<file path="src/design/pmx_top_fix.sv">
// spare unit: holds no logic, the multiplexer sits in pmx_top

</file>
<file path="src/design/pmx_pkg.sv">
// constants shared by the port alternate-function multiplexer
package pmx_pkg;

   // apb register byte offsets
   localparam logic [7:0] ADDR_PORT3_LATCH  = 8'h00;
   localparam logic [7:0] ADDR_PORT3_DIR    = 8'h04;
   localparam logic [7:0] ADDR_PORT4_LATCH  = 8'h08;
   localparam logic [7:0] ADDR_PORT4_DIR    = 8'h0c;
   localparam logic [7:0] ADDR_PORT4_OD     = 8'h10;
   localparam logic [7:0] ADDR_PORT5_LATCH  = 8'h14;
   localparam logic [7:0] ADDR_MODE         = 8'h18;
   localparam logic [7:0] ADDR_PIN_LEVEL    = 8'h1c;

   // port-3 field positions inside the port-3 registers
   localparam int PORT3_PIN6_BIT = 6;
   localparam int PORT3_PIN7_BIT = 7;
   // port-5 pin 0 field position
   localparam int PORT5_PIN0_BIT = 0;
   // mode register: external-bus mode flag
   localparam int MODE_EXT_BUS_BIT = 0;
   // pin level readback field positions
   localparam int LVL_PORT3_PIN6_BIT = 6;
   localparam int LVL_PORT3_PIN7_BIT = 7;
   localparam int LVL_PORT4_LSB      = 8;
   localparam int LVL_PORT5_PIN0_BIT = 16;

   // port-4 pin roles
   localparam int P4_ASYNC_CLK  = 0;
   localparam int P4_ASYNC_TXD  = 1;
   localparam int P4_ASYNC_RXD  = 2;
   localparam int P4_SYNC1_CLK  = 3;
   localparam int P4_SYNC1_TXD  = 4;
   localparam int P4_SYNC1_RXD  = 5;
   localparam int P4_CONV_TRIG  = 6;
   localparam int P4_SYNC0_CLK  = 7;

   // reset values
   localparam logic [7:0]  RST_LATCH      = 8'h00;
   localparam logic [7:0]  RST_DIR        = 8'h00;
   localparam logic [7:0]  RST_OD         = 8'h00;
   localparam logic        RST_PORT5_LAT  = 1'b1;
   localparam logic        RST_EXT_BUS    = 1'b0;
   localparam logic [31:0] RDATA_ZERO     = 32'h0000_0000;

endpackage

</file>
<file path="src/design/pmx_pin_cell.sv">
// one pin driver cell: port latch or alternate function onto a pad
`timescale 1ns/1ps
module pmx_pin_cell #(
   parameter bit NCH_ONLY = 1'b0                // pad has only a pull-down driver
) (
   input  wire logic latch_in,                 // port output latch bit
   input  wire logic dir_in,                   // direction, 1 = output
   input  wire logic od_in,                    // open-drain select
   input  wire logic alt_en_in,                // alternate output enabled
   input  wire logic alt_drv_in,               // alternate output value
   output logic      pad_drv_out,              // value onto the pad
   output logic      pad_oe_out                // pad output enable
);

   logic od_active;
   logic value;

   // open-drain only matters on a pin set for output
   assign od_active = od_in & dir_in;

   // outside NCH_ONLY the alternate function replaces the latch and drives the pad whatever the direction bit
   always_comb begin
      value = alt_en_in ? alt_drv_in : latch_in;
      if (NCH_ONLY) begin
         // wired-and: latch low or alternate low pulls the line down
         pad_drv_out = 1'b0;
         pad_oe_out  = ~latch_in | (alt_en_in & ~alt_drv_in);
      end else if (alt_en_in || dir_in) begin
         pad_drv_out = od_active ? 1'b0 : value;
         pad_oe_out  = od_active ? ~value : 1'b1;
      end else begin
         pad_drv_out = 1'b0;
         pad_oe_out  = 1'b0;
      end
   end

endmodule

</file>
<file path="src/design/pmx_in_route.sv">
// gated delivery of a pad level to a peripheral input
`timescale 1ns/1ps
module pmx_in_route #(
   parameter bit IDLE = 1'b0                    // level shown while not selected
) (
   input  wire logic en_in,                    // pin is serving this input
   input  wire logic pad_in,                   // pad level
   output logic      level_out                 // level seen by the peripheral
);

   // idle level keeps the peripheral quiet while the pin does other work
   assign level_out = en_in ? pad_in : IDLE;

endmodule

</file>
<file path="src/design/pmx_top.sv">
// port alternate-function multiplexer with apb configuration registers
`timescale 1ns/1ps
module pmx_top #(
   parameter int ADDR_W = 8                     // apb address width
) (
   input  wire logic              clk_in,                      // system clock
   input  wire logic              rst_n_in,                    // async reset, low
   input  wire logic [ADDR_W-1:0] paddr_in,                    // apb address
   input  wire logic              psel_in,                     // apb select
   input  wire logic              penable_in,                  // apb enable
   input  wire logic              pwrite_in,                   // apb write
   input  wire logic [31:0]       pwdata_in,                   // apb write data
   input  wire logic [3:0]        pstrb_in,                    // apb byte strobes
   output logic      [31:0]       prdata_out,                  // apb read data
   output logic                   pready_out,                  // apb ready
   output logic                   pslverr_out,                 // apb error
   input  wire logic              bus_clock_in,                // bus controller clock
   output logic                   bus_ready_out,               // wait input to bus ctl
   input  wire logic              async_serial_clock_drv_in,   // uart clock value
   input  wire logic              async_serial_clock_en_in,    // uart clock out enable
   output logic                   async_serial_clock_out,      // pin level to uart
   input  wire logic              async_serial_txd_in,         // uart transmit data
   input  wire logic              async_serial_txd_en_in,      // uart data out enable
   output logic                   async_serial_rxd_out,        // uart receive data
   input  wire logic              sync_serial1_clock_drv_in,   // channel 1 clock
   input  wire logic              sync_serial1_clock_en_in,    // channel 1 clock enable
   output logic                   sync_serial1_clock_out,      // pin level to ch 1
   input  wire logic              sync_serial1_txd_in,         // channel 1 tx data
   input  wire logic              sync_serial1_txd_en_in,      // channel 1 tx enable
   output logic                   sync_serial1_rxd_out,        // channel 1 rx data
   input  wire logic              sync_serial0_clock_drv_in,   // channel 0 clock
   input  wire logic              sync_serial0_clock_en_in,    // channel 0 clock enable
   output logic                   sync_serial0_clock_out,      // pin level to ch 0
   input  wire logic              sync_serial0_txd_in,         // channel 0 tx data
   input  wire logic              sync_serial0_txd_en_in,      // channel 0 tx enable
   input  wire logic              converter_ext_trig_sel_in,   // converter uses pin trigger
   output logic                   converter_trigger_in_out,    // trigger level to converter
   input  wire logic              twowire0_data_drv_in,        // two-wire data, 0 pulls low
   input  wire logic              twowire0_en_in,              // two-wire interface active
   output logic                   twowire0_data_out,           // line level to two-wire
   input  wire logic              port3_pin6_in,               // pad level
   output logic                   port3_pin6_out,              // pad drive value
   output logic                   port3_pin6_oe_out,           // pad output enable
   input  wire logic              port3_pin7_in,               // pad level
   output logic                   port3_pin7_out,              // pad drive value
   output logic                   port3_pin7_oe_out,           // pad output enable
   input  wire logic [7:0]        port4_pad_in,                // pad levels
   output logic      [7:0]        port4_pad_out,               // pad drive values
   output logic      [7:0]        port4_pad_oe_out,            // pad output enables
   input  wire logic              port5_pin0_in,               // pad level
   output logic                   port5_pin0_out,              // pad drive value
   output logic                   port5_pin0_oe_out            // pad output enable
);

   ////////////////////////////////////////////////////////////////////////////
   // configuration registers

   logic [7:0]  port3_output_latch_reg, port3_output_latch_next;
   logic [7:0]  port3_direction_reg, port3_direction_next;
   logic [7:0]  port4_output_latch_reg, port4_output_latch_next;
   logic [7:0]  port4_direction_bit_reg, port4_direction_bit_next;
   logic [7:0]  port4_opendrain_reg, port4_opendrain_next;
   logic        port5_output_latch_reg, port5_output_latch_next;
   logic        ext_bus_mode_reg, ext_bus_mode_next;
   logic [31:0] prdata_reg, prdata_next;
   logic        pslverr_reg, pslverr_next;
   logic        setup_phase, wr_take, addr_hit;
   logic [31:0] rd_value, pin_levels;

   // read data is latched in the setup cycle so the access cycle is zero-wait
   assign setup_phase = psel_in & ~penable_in;
   assign wr_take     = psel_in & penable_in & pwrite_in & pstrb_in[0];
   assign pready_out  = psel_in & penable_in;
   assign prdata_out  = prdata_reg;
   assign pslverr_out = pslverr_reg;
   // live pad levels for software
   always_comb begin
      pin_levels = pmx_pkg::RDATA_ZERO;
      pin_levels[pmx_pkg::LVL_PORT3_PIN6_BIT] = port3_pin6_in;
      pin_levels[pmx_pkg::LVL_PORT3_PIN7_BIT] = port3_pin7_in;
      pin_levels[pmx_pkg::LVL_PORT4_LSB +: 8] = port4_pad_in;
      pin_levels[pmx_pkg::LVL_PORT5_PIN0_BIT] = port5_pin0_in;
   end

   // address decode for reads; unmapped offsets read zero with an error
   always_comb begin
      rd_value = pmx_pkg::RDATA_ZERO;
      addr_hit = 1'b1;
      case (paddr_in[7:0])
         pmx_pkg::ADDR_PORT3_LATCH: begin
            rd_value[pmx_pkg::PORT3_PIN6_BIT] = port3_output_latch_reg[pmx_pkg::PORT3_PIN6_BIT];
            rd_value[pmx_pkg::PORT3_PIN7_BIT] = port3_output_latch_reg[pmx_pkg::PORT3_PIN7_BIT];
         end
         pmx_pkg::ADDR_PORT3_DIR: begin
            rd_value[pmx_pkg::PORT3_PIN6_BIT] = port3_direction_reg[pmx_pkg::PORT3_PIN6_BIT];
            rd_value[pmx_pkg::PORT3_PIN7_BIT] = port3_direction_reg[pmx_pkg::PORT3_PIN7_BIT];
         end
         pmx_pkg::ADDR_PORT4_LATCH: rd_value[7:0] = port4_output_latch_reg;
         pmx_pkg::ADDR_PORT4_DIR:   rd_value[7:0] = port4_direction_bit_reg;
         pmx_pkg::ADDR_PORT4_OD:    rd_value[7:0] = port4_opendrain_reg;
         pmx_pkg::ADDR_PORT5_LATCH: rd_value[pmx_pkg::PORT5_PIN0_BIT] = port5_output_latch_reg;
         pmx_pkg::ADDR_MODE:        rd_value[pmx_pkg::MODE_EXT_BUS_BIT] = ext_bus_mode_reg;
         pmx_pkg::ADDR_PIN_LEVEL:   rd_value = pin_levels;
         default:                   addr_hit = 1'b0;
      endcase
   end

   // register writes take effect at the access-phase edge; lane 0 only
   always_comb begin
      port3_output_latch_next  = port3_output_latch_reg;
      port3_direction_next     = port3_direction_reg;
      port4_output_latch_next  = port4_output_latch_reg;
      port4_direction_bit_next = port4_direction_bit_reg;
      port4_opendrain_next     = port4_opendrain_reg;
      port5_output_latch_next  = port5_output_latch_reg;
      ext_bus_mode_next        = ext_bus_mode_reg;
      prdata_next              = prdata_reg;
      pslverr_next             = pslverr_reg;
      if (setup_phase) begin
         prdata_next  = pwrite_in ? pmx_pkg::RDATA_ZERO : rd_value;
         pslverr_next = ~addr_hit;
      end
      if (wr_take) begin
         case (paddr_in[7:0])
            pmx_pkg::ADDR_PORT3_LATCH: begin
               port3_output_latch_next[pmx_pkg::PORT3_PIN6_BIT] =
                  pwdata_in[pmx_pkg::PORT3_PIN6_BIT];
               port3_output_latch_next[pmx_pkg::PORT3_PIN7_BIT] =
                  pwdata_in[pmx_pkg::PORT3_PIN7_BIT];
            end
            pmx_pkg::ADDR_PORT3_DIR: begin
               port3_direction_next[pmx_pkg::PORT3_PIN6_BIT] =
                  pwdata_in[pmx_pkg::PORT3_PIN6_BIT];
               port3_direction_next[pmx_pkg::PORT3_PIN7_BIT] =
                  pwdata_in[pmx_pkg::PORT3_PIN7_BIT];
            end
            pmx_pkg::ADDR_PORT4_LATCH: port4_output_latch_next  = pwdata_in[7:0];
            pmx_pkg::ADDR_PORT4_DIR:   port4_direction_bit_next = pwdata_in[7:0];
            pmx_pkg::ADDR_PORT4_OD:    port4_opendrain_next     = pwdata_in[7:0];
            pmx_pkg::ADDR_PORT5_LATCH: begin
               port5_output_latch_next = pwdata_in[pmx_pkg::PORT5_PIN0_BIT];
            end
            pmx_pkg::ADDR_MODE: ext_bus_mode_next = pwdata_in[pmx_pkg::MODE_EXT_BUS_BIT];
            default: ;
         endcase
      end
   end

   // register stage; port-5 latch resets high so the open-drain line floats
   always_ff @(posedge clk_in or negedge rst_n_in) begin
      if (!rst_n_in) begin
         port3_output_latch_reg  <= pmx_pkg::RST_LATCH;
         port3_direction_reg     <= pmx_pkg::RST_DIR;
         port4_output_latch_reg  <= pmx_pkg::RST_LATCH;
         port4_direction_bit_reg <= pmx_pkg::RST_DIR;
         port4_opendrain_reg     <= pmx_pkg::RST_OD;
         port5_output_latch_reg  <= pmx_pkg::RST_PORT5_LAT;
         ext_bus_mode_reg        <= pmx_pkg::RST_EXT_BUS;
         prdata_reg              <= pmx_pkg::RDATA_ZERO;
         pslverr_reg             <= 1'b0;
      end else begin
         port3_output_latch_reg  <= port3_output_latch_next;
         port3_direction_reg     <= port3_direction_next;
         port4_output_latch_reg  <= port4_output_latch_next;
         port4_direction_bit_reg <= port4_direction_bit_next;
         port4_opendrain_reg     <= port4_opendrain_next;
         port5_output_latch_reg  <= port5_output_latch_next;
         ext_bus_mode_reg        <= ext_bus_mode_next;
         prdata_reg              <= prdata_next;
         pslverr_reg             <= pslverr_next;
      end
   end

   ////////////////////////////////////////////////////////////////////////////
   // pin driver selection

   logic [7:0] p4_alt_en, p4_alt_drv, p4_drv, p4_oe;
   logic       p3_6_drv, p3_6_oe, p3_7_drv, p3_7_oe;
   logic       p5_alt_en, p5_alt_drv, p5_drv, p5_oe;
   // port-4 alternate outputs; unused roles fall back to the port latch
   always_comb begin
      p4_alt_en  = 8'h00;
      p4_alt_drv = 8'h00;
      p4_alt_en[pmx_pkg::P4_ASYNC_CLK]  = async_serial_clock_en_in;
      p4_alt_drv[pmx_pkg::P4_ASYNC_CLK] = async_serial_clock_drv_in;
      p4_alt_en[pmx_pkg::P4_ASYNC_TXD]  = async_serial_txd_en_in;
      p4_alt_drv[pmx_pkg::P4_ASYNC_TXD] = async_serial_txd_in;
      p4_alt_en[pmx_pkg::P4_SYNC1_CLK]  = sync_serial1_clock_en_in;
      p4_alt_drv[pmx_pkg::P4_SYNC1_CLK] = sync_serial1_clock_drv_in;
      p4_alt_en[pmx_pkg::P4_SYNC0_CLK]  = sync_serial0_clock_en_in;
      p4_alt_drv[pmx_pkg::P4_SYNC0_CLK] = sync_serial0_clock_drv_in;
      p4_alt_en[pmx_pkg::P4_SYNC1_TXD]  = sync_serial1_txd_en_in;
      p4_alt_drv[pmx_pkg::P4_SYNC1_TXD] = sync_serial1_txd_in;
   end

   // one cell per port-4 pin; open-drain gated by direction inside the cell
   for (genvar i = 0; i < 8; i++) begin : g_port4
      pmx_pin_cell #(.NCH_ONLY (1'b0)) u_cell (
         .latch_in    (port4_output_latch_reg[i]),
         .dir_in      (port4_direction_bit_reg[i]),
         .od_in       (port4_opendrain_reg[i]),
         .alt_en_in   (p4_alt_en[i]),
         .alt_drv_in  (p4_alt_drv[i]),
         .pad_drv_out (p4_drv[i]),
         .pad_oe_out  (p4_oe[i])
      );
   end

   // pin six: forced to input in external-bus mode to serve as wait input
   pmx_pin_cell #(.NCH_ONLY (1'b0)) u_port3_pin6 (
      .latch_in    (port3_output_latch_reg[pmx_pkg::PORT3_PIN6_BIT]),
      .dir_in      (port3_direction_reg[pmx_pkg::PORT3_PIN6_BIT] & ~ext_bus_mode_reg),
      .od_in       (1'b0),
      .alt_en_in   (1'b0),
      .alt_drv_in  (1'b0),
      .pad_drv_out (p3_6_drv),
      .pad_oe_out  (p3_6_oe)
   );

   // pin seven: bus clock replaces the port function in external-bus mode
   pmx_pin_cell #(.NCH_ONLY (1'b0)) u_port3_pin7 (
      .latch_in    (port3_output_latch_reg[pmx_pkg::PORT3_PIN7_BIT]),
      .dir_in      (port3_direction_reg[pmx_pkg::PORT3_PIN7_BIT]),
      .od_in       (1'b0),
      .alt_en_in   (ext_bus_mode_reg),
      .alt_drv_in  (bus_clock_in),
      .pad_drv_out (p3_7_drv),
      .pad_oe_out  (p3_7_oe)
   );

   // port-5 pin zero: two-wire data and channel-0 data share one pull-down
   assign p5_alt_en  = twowire0_en_in | sync_serial0_txd_en_in;
   assign p5_alt_drv = (~twowire0_en_in | twowire0_data_drv_in) &
                       (~sync_serial0_txd_en_in | sync_serial0_txd_in);

   // a latch left low would hold the line down under the two-wire master
   pmx_pin_cell #(.NCH_ONLY (1'b1)) u_port5_pin0 (
      .latch_in    (port5_output_latch_reg),
      .dir_in      (1'b1),
      .od_in       (1'b1),
      .alt_en_in   (p5_alt_en),
      .alt_drv_in  (p5_alt_drv),
      .pad_drv_out (p5_drv),
      .pad_oe_out  (p5_oe)
   );

   ////////////////////////////////////////////////////////////////////////////
   // peripheral-facing inputs

   logic ready_level, trig_level;
   // outside external-bus mode the bus controller sees ready, never a wait
   pmx_in_route #(.IDLE (1'b1)) u_ready_route (
      .en_in     (ext_bus_mode_reg),
      .pad_in    (port3_pin6_in),
      .level_out (ready_level)
   );

   // trigger stays low unless the converter selected the external source
   pmx_in_route #(.IDLE (1'b0)) u_trig_route (
      .en_in     (converter_ext_trig_sel_in),
      .pad_in    (port4_pad_in[pmx_pkg::P4_CONV_TRIG]),
      .level_out (trig_level)
   );

   ////////////////////////////////////////////////////////////////////////////
   // output register stage
   // every pad and peripheral input is retimed once; costs one cycle of latency
   // on serial clocks but keeps glitches from the select logic off the pins

   logic [7:0] p4_drv_reg, p4_oe_reg;
   logic [4:0] p35_reg, p35_next;
   logic [7:0] periph_reg, periph_next;
   // next values of pad drives and peripheral inputs
   always_comb begin
      p35_next    = {p3_6_drv, p3_6_oe, p3_7_drv, p3_7_oe, p5_oe & ~p5_drv};
      periph_next = {ready_level,
                     port4_pad_in[pmx_pkg::P4_ASYNC_CLK],
                     port4_pad_in[pmx_pkg::P4_ASYNC_RXD],
                     port4_pad_in[pmx_pkg::P4_SYNC1_CLK],
                     port4_pad_in[pmx_pkg::P4_SYNC1_RXD],
                     port4_pad_in[pmx_pkg::P4_SYNC0_CLK],
                     trig_level,
                     port5_pin0_in};
   end

   // drivers start released so no pad fights the board after reset
   always_ff @(posedge clk_in or negedge rst_n_in) begin
      if (!rst_n_in) begin
         p4_drv_reg <= 8'h00;
         p4_oe_reg  <= 8'h00;
         p35_reg    <= 5'h00;
         periph_reg <= 8'h80;
      end else begin
         p4_drv_reg <= p4_drv;
         p4_oe_reg  <= p4_oe;
         p35_reg    <= p35_next;
         periph_reg <= periph_next;
      end
   end

   assign port4_pad_out            = p4_drv_reg;
   assign port4_pad_oe_out         = p4_oe_reg;
   assign port3_pin6_out           = p35_reg[4];
   assign port3_pin6_oe_out        = p35_reg[3];
   assign port3_pin7_out           = p35_reg[2];
   assign port3_pin7_oe_out        = p35_reg[1];
   assign port5_pin0_out           = 1'b0;
   assign port5_pin0_oe_out        = p35_reg[0];
   assign bus_ready_out            = periph_reg[7];
   assign async_serial_clock_out   = periph_reg[6];
   assign async_serial_rxd_out     = periph_reg[5];
   assign sync_serial1_clock_out   = periph_reg[4];
   assign sync_serial1_rxd_out     = periph_reg[3];
   assign sync_serial0_clock_out   = periph_reg[2];
   assign converter_trigger_in_out = periph_reg[1];
   assign twowire0_data_out        = periph_reg[0];

endmodule

</file>
<file path="config.mk">
export PLATFORM = sky130hd
export DESIGN_NAME = pmx_top
export DESIGN_NICKNAME = d
export VERILOG_FILES = /design/src/design/pmx_top_fix.sv /design/src/design/pmx_pkg.sv /design/src/design/pmx_pin_cell.sv /design/src/design/pmx_in_route.sv /design/src/design/pmx_top.sv
export SDC_FILE = /design/constraint.sdc
export NUM_CORES = 1
export LEC_CHECK = 0
export BUFFER_PORTS_ARGS = -buffer_cell sky130_fd_sc_hd__buf_2
export CAP_MARGIN = 20
export CORE_MARGIN = 3
export CORE_UTILIZATION = 48
export CTS_CLUSTER_DIAMETER = 150
export DETAILED_ROUTE_END_ITERATION = 7
export PLACE_DENSITY = 0.8
export SETUP_SLACK_MARGIN = 0.1
export SLEW_MARGIN = 10
export SYNTH_ARGS = -nofsm -noshare
export SYNTH_HDL_FRONTEND = slang
export SYNTH_SLANG_ARGS = --single-unit
</file>
<file path="constraint.sdc">
create_clock -name clk_in -period 1.6 [get_ports clk_in]
set_input_delay 0.08 -clock clk_in [delete_from_list [all_inputs] [get_ports clk_in]]
set_output_delay 0.08 -clock clk_in [all_outputs]
set_load 0.005 [all_outputs]
</file>
==> results_dict.tcl, run 1 <==
set metrics [dict create \
    timing.rr.start "port5_output_latch_reg" \
    wirelength_um 7670 \
    htree_levels 3 \
    clkSinkCount 77 \
    grt_pass1_wl_um 12300 \
    dieArea_mm2 0.00795 \
    grt_pass1_vias 2604 \
    min_path_cells 3 \
    cts_tree "built" \
    synthFlopType "dfrtp_1" \
    dpl.hpwl_um 5450 \
    antenna_left 0 \
    vias 2573 \
    grt-ovfl-total 0 \
    firstDrtPassIters 5 \
    fin_hold_ws_ps 24.1 \
    clk_pin_slew_ps 80 \
    cp.required_ps 1830 \
    numCtsBuffers 9 \
    grt_start_max_net_pins 42 \
    p_leak_nw 2.23 \
    rsz0062_at_grt "no" \
    syn_inst 276 \
    async_flop_share_pct 100 \
    die_width_um 89.1 \
    crit_chain "o221ai_1, dlygate4sd3_1" \
    final_max_slew_viol_count 0 \
    io_pins 140 \
    grt.total_usage_pct 20.5 \
    cap_violations 0 \
    rows 29 \
    ctsResizeCount 0 \
    fp.dieH_um 89.1 \
    timing.critical_path.from "port5_output_latch_reg" \
    finalPower_mw 3.76 \
    clkLatencyLatePin_ps 350 \
    cts_root_buf "clkbuf_8" \
    slowest_delay_ps 570 \
    critical-path-slowest-cell "dlygate4sd3_1" \
    setup_viol 0 \
    syn-cell-area_mm2 0.00332 \
    min-delay-start "sync_serial0_clock_en_in" \
    rr_worst_depth 2 \
    fin_util_pct 66.8 \
    outcome "finished clean" \
    synth.distinct_cells 41 \
    worstSetupStartpointType "flop" \
    hold_viol 0 \
    ctsLongestPathBuffers 2 \
    drive_gt1_share_pct 41.1 \
    cp_max_fo 3 \
    largest_register_ffs 17 \
    hp-class "primary input to flop" \
    post_drt_wl_per_cell_um 15.5 \
    irDropWorstVdd_v 0.000463 \
    finalCritPeriodShare_pct 83.3 \
    seq_area_frac_synth_pct 58.1 \
    antenna_found_initial 0 \
    area_growth_pct 31.5 \
    power_density_mw_per_mm2 863 \
    endpoint_kind "flop" \
    critPathKind "flop to flop" \
    diodes 0 \
    route.detailed.drc 0 \
    fmax_mhz 750 \
    syn_area_per_cell_um2 12.0 \
    gp_congestion 0.790 \
    postCtsSetupRepairBufs 0 \
    port_buffers 96 \
    vias_per_cell 5.20 \
    synth_seq_cells 77 \
    ctsHoldBuffers 23 \
    finClkSkew_ps 11.5 \
    dr.first_iter.drc_count 100 \
    initial_core_util_pct 50.8 \
    synth_edf_count 0 \
    core-area_mm2 0.00653 \
    arrival_ps 1560 \
    fin_crit_ps 1330 \
    ys_warn_count 0 \
    nNetsFinal 489 \
]
layout by cell type, fill, tap and decap left out, types with 3 or more instances in the layout:
master         count
a21oi_1           18
dlygate4sd3_1     23
mux2i_1            3
o21ai_0           16
dfrtp_1           75
a22oi_1            5
inv_1              7
a22o_1             9
a21boi_0           3
nor2_1            10
buf_2             95
and2_1             3
nand3_1            8
nor3b_1            6
mux2_2            32
nand2b_1           3
clkinvlp_4         3
buf_4             16
nand2_1           25
clkbuf_8          10
conb_1            16
worst paths after layout:
kind | to | slack [ps]
worst min register to register | port4_pad_out[6] | 470
worst min-delay path | port4_pad_oe_out[7] | 20
worst max register to register | p35_reg[0] | 270
worst max-delay path | p35_reg[0] | 270
min in group asynchronous | p35_reg[2] | 230
max in group asynchronous | port5_output_latch_reg | 740
metal layers:
| metal | wire, um | global-route usage, % | share of wire (%) | vias to the layer above |
|---|---|---|---|---|
| li1 | - | - | - | 1221 |
| met1 | 3240 | 24.9 | 42 | 1240 |
| met2 | 3810 | 34.0 | 50 | 97 |
| met3 | 476 | 4.70 | 6.2 | 15 |
| met4 | 149 | 10.3 | 1.9 | 0 |
| met5 | 0 | 0 | 0 | - |
metrics by stage:
stage                     setup TNS (ps)  instances  setup WS (ps)  instance area [um^2]
after floorplan                        0        291            114                  3370
after global placement             -14.1        456          -14.1                  3930
after detailed placement           -16.3        456          -16.3                  3930
after CTS                              0        495            274                  4360
after global routing                   0        495            214                  4360
final                                  0        495            267                  4360
cell type report:
| type | count | area (um^2) |
|---|---|---|
| clock buffers | 10 | 138 |
| clock inverters | 6 | 62.6 |
| fillers | 480 | 2170 |
| inverters | 8 | 30.0 |
| multi-input cells | 182 | 1260 |
| flip-flops and latches | 77 | 1930 |
| well taps | 77 | 96.3 |
| repair buffers | 135 | 846 |
synthesized netlist by cell type, types with 5 or more instances:
library cell   n  area (um^2)
dfrtp_1       75         1880
clkbuf_1       5         18.8
a22o_1         9         78.8
nor2_1        10         37.5
nand3_1        8         40.0
inv_1          7         26.3
buf_4         16          120
nand2_1       25         93.8
mux2_2        32          360
o21ai_0       16         80.1
a22oi_1        5         37.5
nor3b_1        6         45.0
a21oi_1       18         90.1
where the power goes:
group          internal (mW)  total (mW)  switching, mW  leakage (nW)
Combinational          0.144       0.315          0.171          1.11
Sequential              1.98        1.99         0.0131          1.03
Clock                  0.757        1.46          0.701        0.0943
logic make-up (layout without fill, tap and decap cells):
| kind of cell | Yosys count | count (layout) | share of synthesized area [%] |
|---|---|---|---|
| buffers and inverters | 32 | 159 | 5.54 |
| DFF | 77 | 77 | 58.1 |
| AOI/OAI and AO/OA | 58 | 58 | 11.0 |
| other | 1 | 16 | 0.113 |
| muxes | 37 | 37 | 12.8 |
| and+or+nand+nor | 71 | 71 | 12.4 |
critical path: cells and delay by family (launching register included):
family	cells	cell delay, ps
compound gates	1	110
buf+inv	1	570
flops	1	550
Power figures use the tool's default switching activity.
==> run 2: changes to the inputs <==
--- a/config.mk
+++ b/config.mk
@@ -8,10 +8,10 @@
 export BUFFER_PORTS_ARGS = -buffer_cell sky130_fd_sc_hd__buf_2
 export CAP_MARGIN = 20
 export CORE_MARGIN = 3
-export CORE_UTILIZATION = 48
+export CORE_UTILIZATION = 43
 export CTS_CLUSTER_DIAMETER = 150
 export DETAILED_ROUTE_END_ITERATION = 7
-export PLACE_DENSITY = 0.8
+export PLACE_DENSITY = 0.76
 export SETUP_SLACK_MARGIN = 0.1
 export SLEW_MARGIN = 10
 export SYNTH_ARGS = -nofsm -noshare
==> constraint.sdc (replaced) <==
create_clock -name clk_in -period 1.15 [get_ports clk_in]
set_input_delay 0.0575 -clock clk_in [delete_from_list [all_inputs] [get_ports clk_in]]
set_output_delay 0.0575 -clock clk_in [all_outputs]
set_load 0.005 [all_outputs]
==> results_dict.tcl, run 2 (synthesis gave the netlist of run 1 again) <==
set metrics [dict create \
    outcome "finished, violations left" \
    violations "negative setup slack" \
    core-area_mm2 0.00737 \
    crit_chain "nand2_1, mux4_2, o21ai_2" \
    arrival_ps 1540 \
    cts_tree "built" \
    final_cells 562 \
    hp-class "primary input to flop" \
    fin_crit_ps 1260 \
    r2r-end "prdata_out[0]" \
    gp_congestion 0.874 \
    htree_levels 3 \
    hold_viol 0 \
    area_growth_pct 53.0 \
    clkSinkCount 77 \
    worstSetupStartpointType "flop" \
    rows 31 \
    drive_gt1_share_pct 50.1 \
    ctsLongestPathBuffers 2 \
    numCtsBuffers 9 \
    port_buffers 96 \
    timing.rr.start "port5_output_latch_reg" \
    io_pins 140 \
    vias_per_cell 5.08 \
    clk_pin_slew_ps 70 \
    vias 2857 \
    fin_util_pct 68.9 \
    clkLatencyLatePin_ps 360 \
    grt_pass1_vias 2882 \
    finalCritPeriodShare_pct 110 \
    final_area_mm2 0.00508 \
    grt-ovfl-total 0 \
    diodes 0 \
    grt_start_max_net_pins 27 \
    setup_viol 14 \
    critical-path-slowest-cell "dfstp_2" \
    post_drt_wl_per_cell_um 16.8 \
    p_leak_nw 2.60 \
    finalPower_mw 5.50 \
    rsz0062_at_grt "yes" \
    fmax_mhz 792 \
    finClkSkew_ps 7.92 \
    min-delay-start "async_serial_clock_en_in" \
    dr.first_iter.drc_count 154 \
    firstDrtPassIters 4 \
    fp.dieH_um 93.8 \
    power_density_mw_per_mm2 1080 \
    cp_max_fo 2 \
    pwr-share-seq_pct 50.4 \
    power_frac_clock_pct 39.1 \
    largest_register_ffs 17 \
    dp_cells 504 \
    sw_frac_of_total_pct 23.1 \
    switchingPower_mw 1.27 \
    placement.cell_area_mm2 0.00420 \
    comb_power_share_pct 10.5 \
    min_path_cells 3 \
    min_to "port4_pad_oe_out[0]" \
    setup_tns_ps -295 \
    die_width_um 93.8 \
    fin_hold_ws_ps 7.48 \
    cap_violations 0 \
    final_common_cell "buf_2" \
    rr_worst_depth 3 \
    final_max_slew_viol_count 0 \
    slowest_delay_ps 530 \
    initial_core_util_pct 45.0 \
    endpoint_kind "flop" \
    cts_root_buf "clkbuf_8" \
    dpl.hpwl_um 5940 \
    irDropWorstVdd_v 0.000485 \
    nNetsFinal 536 \
    dieArea_mm2 0.00881 \
    antenna_left 0 \
    fin_ws_ps -112 \
    grt.total_usage_pct 20.9 \
    critPathKind "flop to flop" \
    reg2reg_slack_ps -110 \
    intPower_mw 4.23 \
    grt_pass1_wl_um 14100 \
    antenna_found_initial 0 \
    pre_cts_ws_ps -428 \
    fillCellCount 499 \
    layout_common_cells "buf_2 (93), dfrtp_1 (73), buf_4 (45)" \
    wirelength_um 9460 \
    cp.required_ps 1430 \
    route.detailed.drc 0 \
]
run 2: final cells by class:
type / instances / area, um^2 / area share [%]
Sequential cell: 77 / 1930 / 38.1
Multi-Input combinational cell: 182 / 1500 / 29.5
Timing Repair Buffer: 182 / 1290 / 25.4
Clock buffer: 9 / 124 / 2.44
Tap cell: 99 / 124 / 2.44
Clock inverter: 5 / 77.6 / 1.53
Inverter: 8 / 32.5 / 0.641
run 2: routing by layer:
metal | share of wire (%) | wire, um | up-vias | track usage (%)
met5 | 0 | 0 | - | 0
met4 | 3.1 | 291 | 0 | 6.38
met3 | 6.9 | 650 | 30 | 5.53
met2 | 49 | 4640 | 123 | 36.3
met1 | 41 | 3880 | 1387 | 25.2
li1 | - | - | 1317 | -
run 2: worst max path at each step:
stage | from | end | slack, ps
CTS | port5_output_latch_reg | prdata_out[0] | -120
global placement | paddr_in[6] | port3_direction_reg[6] | -430
finish | port5_output_latch_reg | prdata_out[0] | -110
global route | port5_output_latch_reg | prdata_out[0] | -160
floorplan | paddr_in[1] | port4_output_latch_reg[0] | -270
detailed placement | paddr_in[6] | port3_direction_reg[6] | -430
run 2: timing repair:
item | in CTS | in global routing
pin swaps | 4 | 11
endpoints found under the setup margin | 28 | 48
hold endpoints to repair | 115 | 0
setup buffers | 6 | 10
gates resized for setup | 45 | 20
hold buffers | 27 | 0
gates cloned | 0 | 1
run 2: power by group through the flow:
stage	sequential [mW]	combinational, mW	clock (mW)
after floorplan	2.83	0.173	0
after global placement	2.82	0.435	0
after detailed placement	2.82	0.446	0
after CTS	2.77	0.549	2.16
after global routing	2.77	0.629	2.28
final	2.77	0.579	2.15
run 2: worst max-delay path: cells and delay by family (launching register included):
kind / cells / cell delay (ps)
compound gates: 1 / 120
flops: 1 / 530
mux: 1 / 490
simple gates: 1 / 50
==> run 3: changes to the inputs <==
--- a/config.mk
+++ b/config.mk
@@ -8,12 +8,13 @@
 export BUFFER_PORTS_ARGS = -buffer_cell sky130_fd_sc_hd__buf_2
 export CAP_MARGIN = 20
 export CORE_MARGIN = 3
-export CORE_UTILIZATION = 43
+export CORE_UTILIZATION = 49
 export CTS_CLUSTER_DIAMETER = 150
 export DETAILED_ROUTE_END_ITERATION = 7
-export PLACE_DENSITY = 0.76
+export PLACE_DENSITY = 0.8
 export SETUP_SLACK_MARGIN = 0.1
 export SLEW_MARGIN = 10
 export SYNTH_ARGS = -nofsm -noshare
 export SYNTH_HDL_FRONTEND = slang
+export SYNTH_HIERARCHICAL = 1
 export SYNTH_SLANG_ARGS = --single-unit
==> constraint.sdc (replaced) <==
create_clock -name clk_in -period 1.2 [get_ports clk_in]
set_input_delay 0.06 -clock clk_in [delete_from_list [all_inputs] [get_ports clk_in]]
set_output_delay 0.06 -clock clk_in [all_outputs]
set_load 0.005 [all_outputs]
==> results_dict.tcl, run 3 <==
set metrics [dict create \
    outcome "finished, violations left" \
    violations "negative setup slack" \
    crit_family "simple AND/OR/NAND/NOR gates" \
    vias 3232 \
    arrival_ps 1480 \
    rows 30 \
    antenna_found_initial 0 \
    wirelength_um 11100 \
    worstSetupStartpointType "primary input" \
    final_max_slew_viol_count 0 \
    multi_input_area_mm2 0.00185 \
    layout_common_cells "buf_2 (91), dfrtp_1 (73), conb_1 (47), buf_4 (47), nand2_1 (32)" \
    syn-cell-area_mm2 0.00360 \
    setup_tns_ps -329 \
    port_buffers 96 \
    final_cells 602 \
    grt_start_max_net_pins 29 \
    power_density_mw_per_mm2 1090 \
    gp_congestion 0.849 \
    dpl.hpwl_um 6630 \
    io_pins 140 \
    cp_max_fo 6 \
    post_drt_wl_per_cell_um 18.4 \
    clkLatencyLatePin_ps 350 \
    cts_tree "built" \
    rsz0062_at_grt "yes" \
    crit_chain "buf_8, or3_4, nor4_4, buf_6, mux2_4" \
    grt.total_usage_pct 25.5 \
    initial_core_util_pct 51.8 \
    ctsLongestPathBuffers 2 \
    grt-ovfl-total 0 \
    grt_pass1_vias 3223 \
    irDropWorstVdd_v 0.000670 \
    fin_crit_ps 1240 \
    fmax_mhz 803 \
    regArea_mm2 0.00193 \
    cts_root_buf "clkbuf_8" \
    fin_ws_ps -45.0 \
    hp-class "primary input to flop" \
    drive_gt1_share_pct 47.4 \
    endpoint_kind "flop" \
    area_growth_pct 52.4 \
    ys_warn_count 6 \
    final_common_cell "buf_2" \
    clkSinkCount 77 \
    clk_pin_slew_ps 80 \
    dr.first_iter.drc_count 248 \
    dp_cells 539 \
    tightest_slew_ps 654 \
    slowest_delay_ps 440 \
    dieArea_mm2 0.00840 \
    htree_levels 3 \
    fillCellCount 385 \
    cp.required_ps 1440 \
    antenna_left 0 \
    finClkSkew_ps 6.26 \
    slew_headroom_pct 56.3 \
    critical-path-slowest-cell "or3_4" \
    p_leak_nw 2.70 \
    route.detailed.drc 0 \
    firstDrtPassIters 4 \
    syn_area_per_cell_um2 12.4 \
    setup_viol 10 \
    nNetsFinal 577 \
    placement.cell_area_mm2 0.00453 \
    cap_violations 0 \
    die_width_um 91.7 \
    critPathKind "primary input to flop" \
    fp.dieH_um 91.7 \
    diodes 0 \
    hold_viol 0 \
    crit_buf_inv 2 \
    largest_register_ffs 17 \
    finalCritPeriodShare_pct 104 \
    vias_per_cell 5.37 \
    syn_inst 289 \
    numCtsBuffers 9 \
    final_area_mm2 0.00548 \
    grt_pass1_wl_um 16800 \
    core-area_mm2 0.00694 \
]
run 3: metal layers:
metal | vias to the layer above | wire, um | share of wire (%) | GRT usage, %
met2 | 149 | 5680 | 51 | 42.1
li1 | 1436 | - | - | -
met5 | - | 0 | 0 | 0
met1 | 1621 | 4530 | 41 | 33.0
met3 | 26 | 618 | 5.6 | 4.27
met4 | 0 | 264 | 2.4 | 11.1
run 3: final cells by class:
| cell class | count | share of cell area, % |
|---|---|---|
| clock buffer | 9 | 2.26 |
| clock inverter | 7 | 2.65 |
| inverter | 6 | 0.411 |
| multi-input combinational | 226 | 33.8 |
| sequential | 77 | 35.3 |
| tap | 96 | 2.19 |
| timing repair buffer | 181 | 23.4 |
run 3: what timing repair did:
item | CTS | global route
buffers inserted | 3 | 14
pin swaps | 4 | 8
hold buffers | 28 | 0
endpoints found under the setup margin | 33 | 48
cloned | 1 | 1
gates resized for setup | 41 | 20
hold endpoints to repair | 117 | 0
run 3: where the power goes:
group | total [mW] | switching, mW | internal (mW)
Sequential | 2.67 | 0.0248 | 2.65
Combinational | 0.661 | 0.330 | 0.331
Clock | 2.64 | 1.03 | 1.61
run 3: final timing paths:
path	startpoint	to	slack [ps]	cells past startpoint
setup / recovery	paddr_in[4]	port4_direction_bit_reg[1]	-40	5
hold / removal	pwdata_in[7]	port3_output_latch_reg[7]	40	2
setup reg to reg	port4_direction_bit_reg[1]	prdata_out[1]	50	3
hold reg to reg	prdata_out[13]	prdata_out[13]	510	1
max in group asynchronous	rst_n_in	port5_output_latch_reg	470	3
min in group asynchronous	rst_n_in	port4_pad_oe_out[2]	150	2
run 3: through the flow:
| step | total power [mW] | hold WS, ps | util, % | setup slack, ps |
|---|---|---|---|---|
| detailed placement | 3.22 | -15.1 | 65.2 | -536 |
| global placement | 3.21 | -22.5 | 65.2 | -499 |
| CTS | 5.94 | 21.9 | 76.2 | 4.27 |
| floorplan | 2.94 | -236 | - | -346 |
| finish | 5.97 | 39.8 | 78.9 | -45.0 |
| global route | 6.19 | 28.3 | 78.9 | -47.0 |
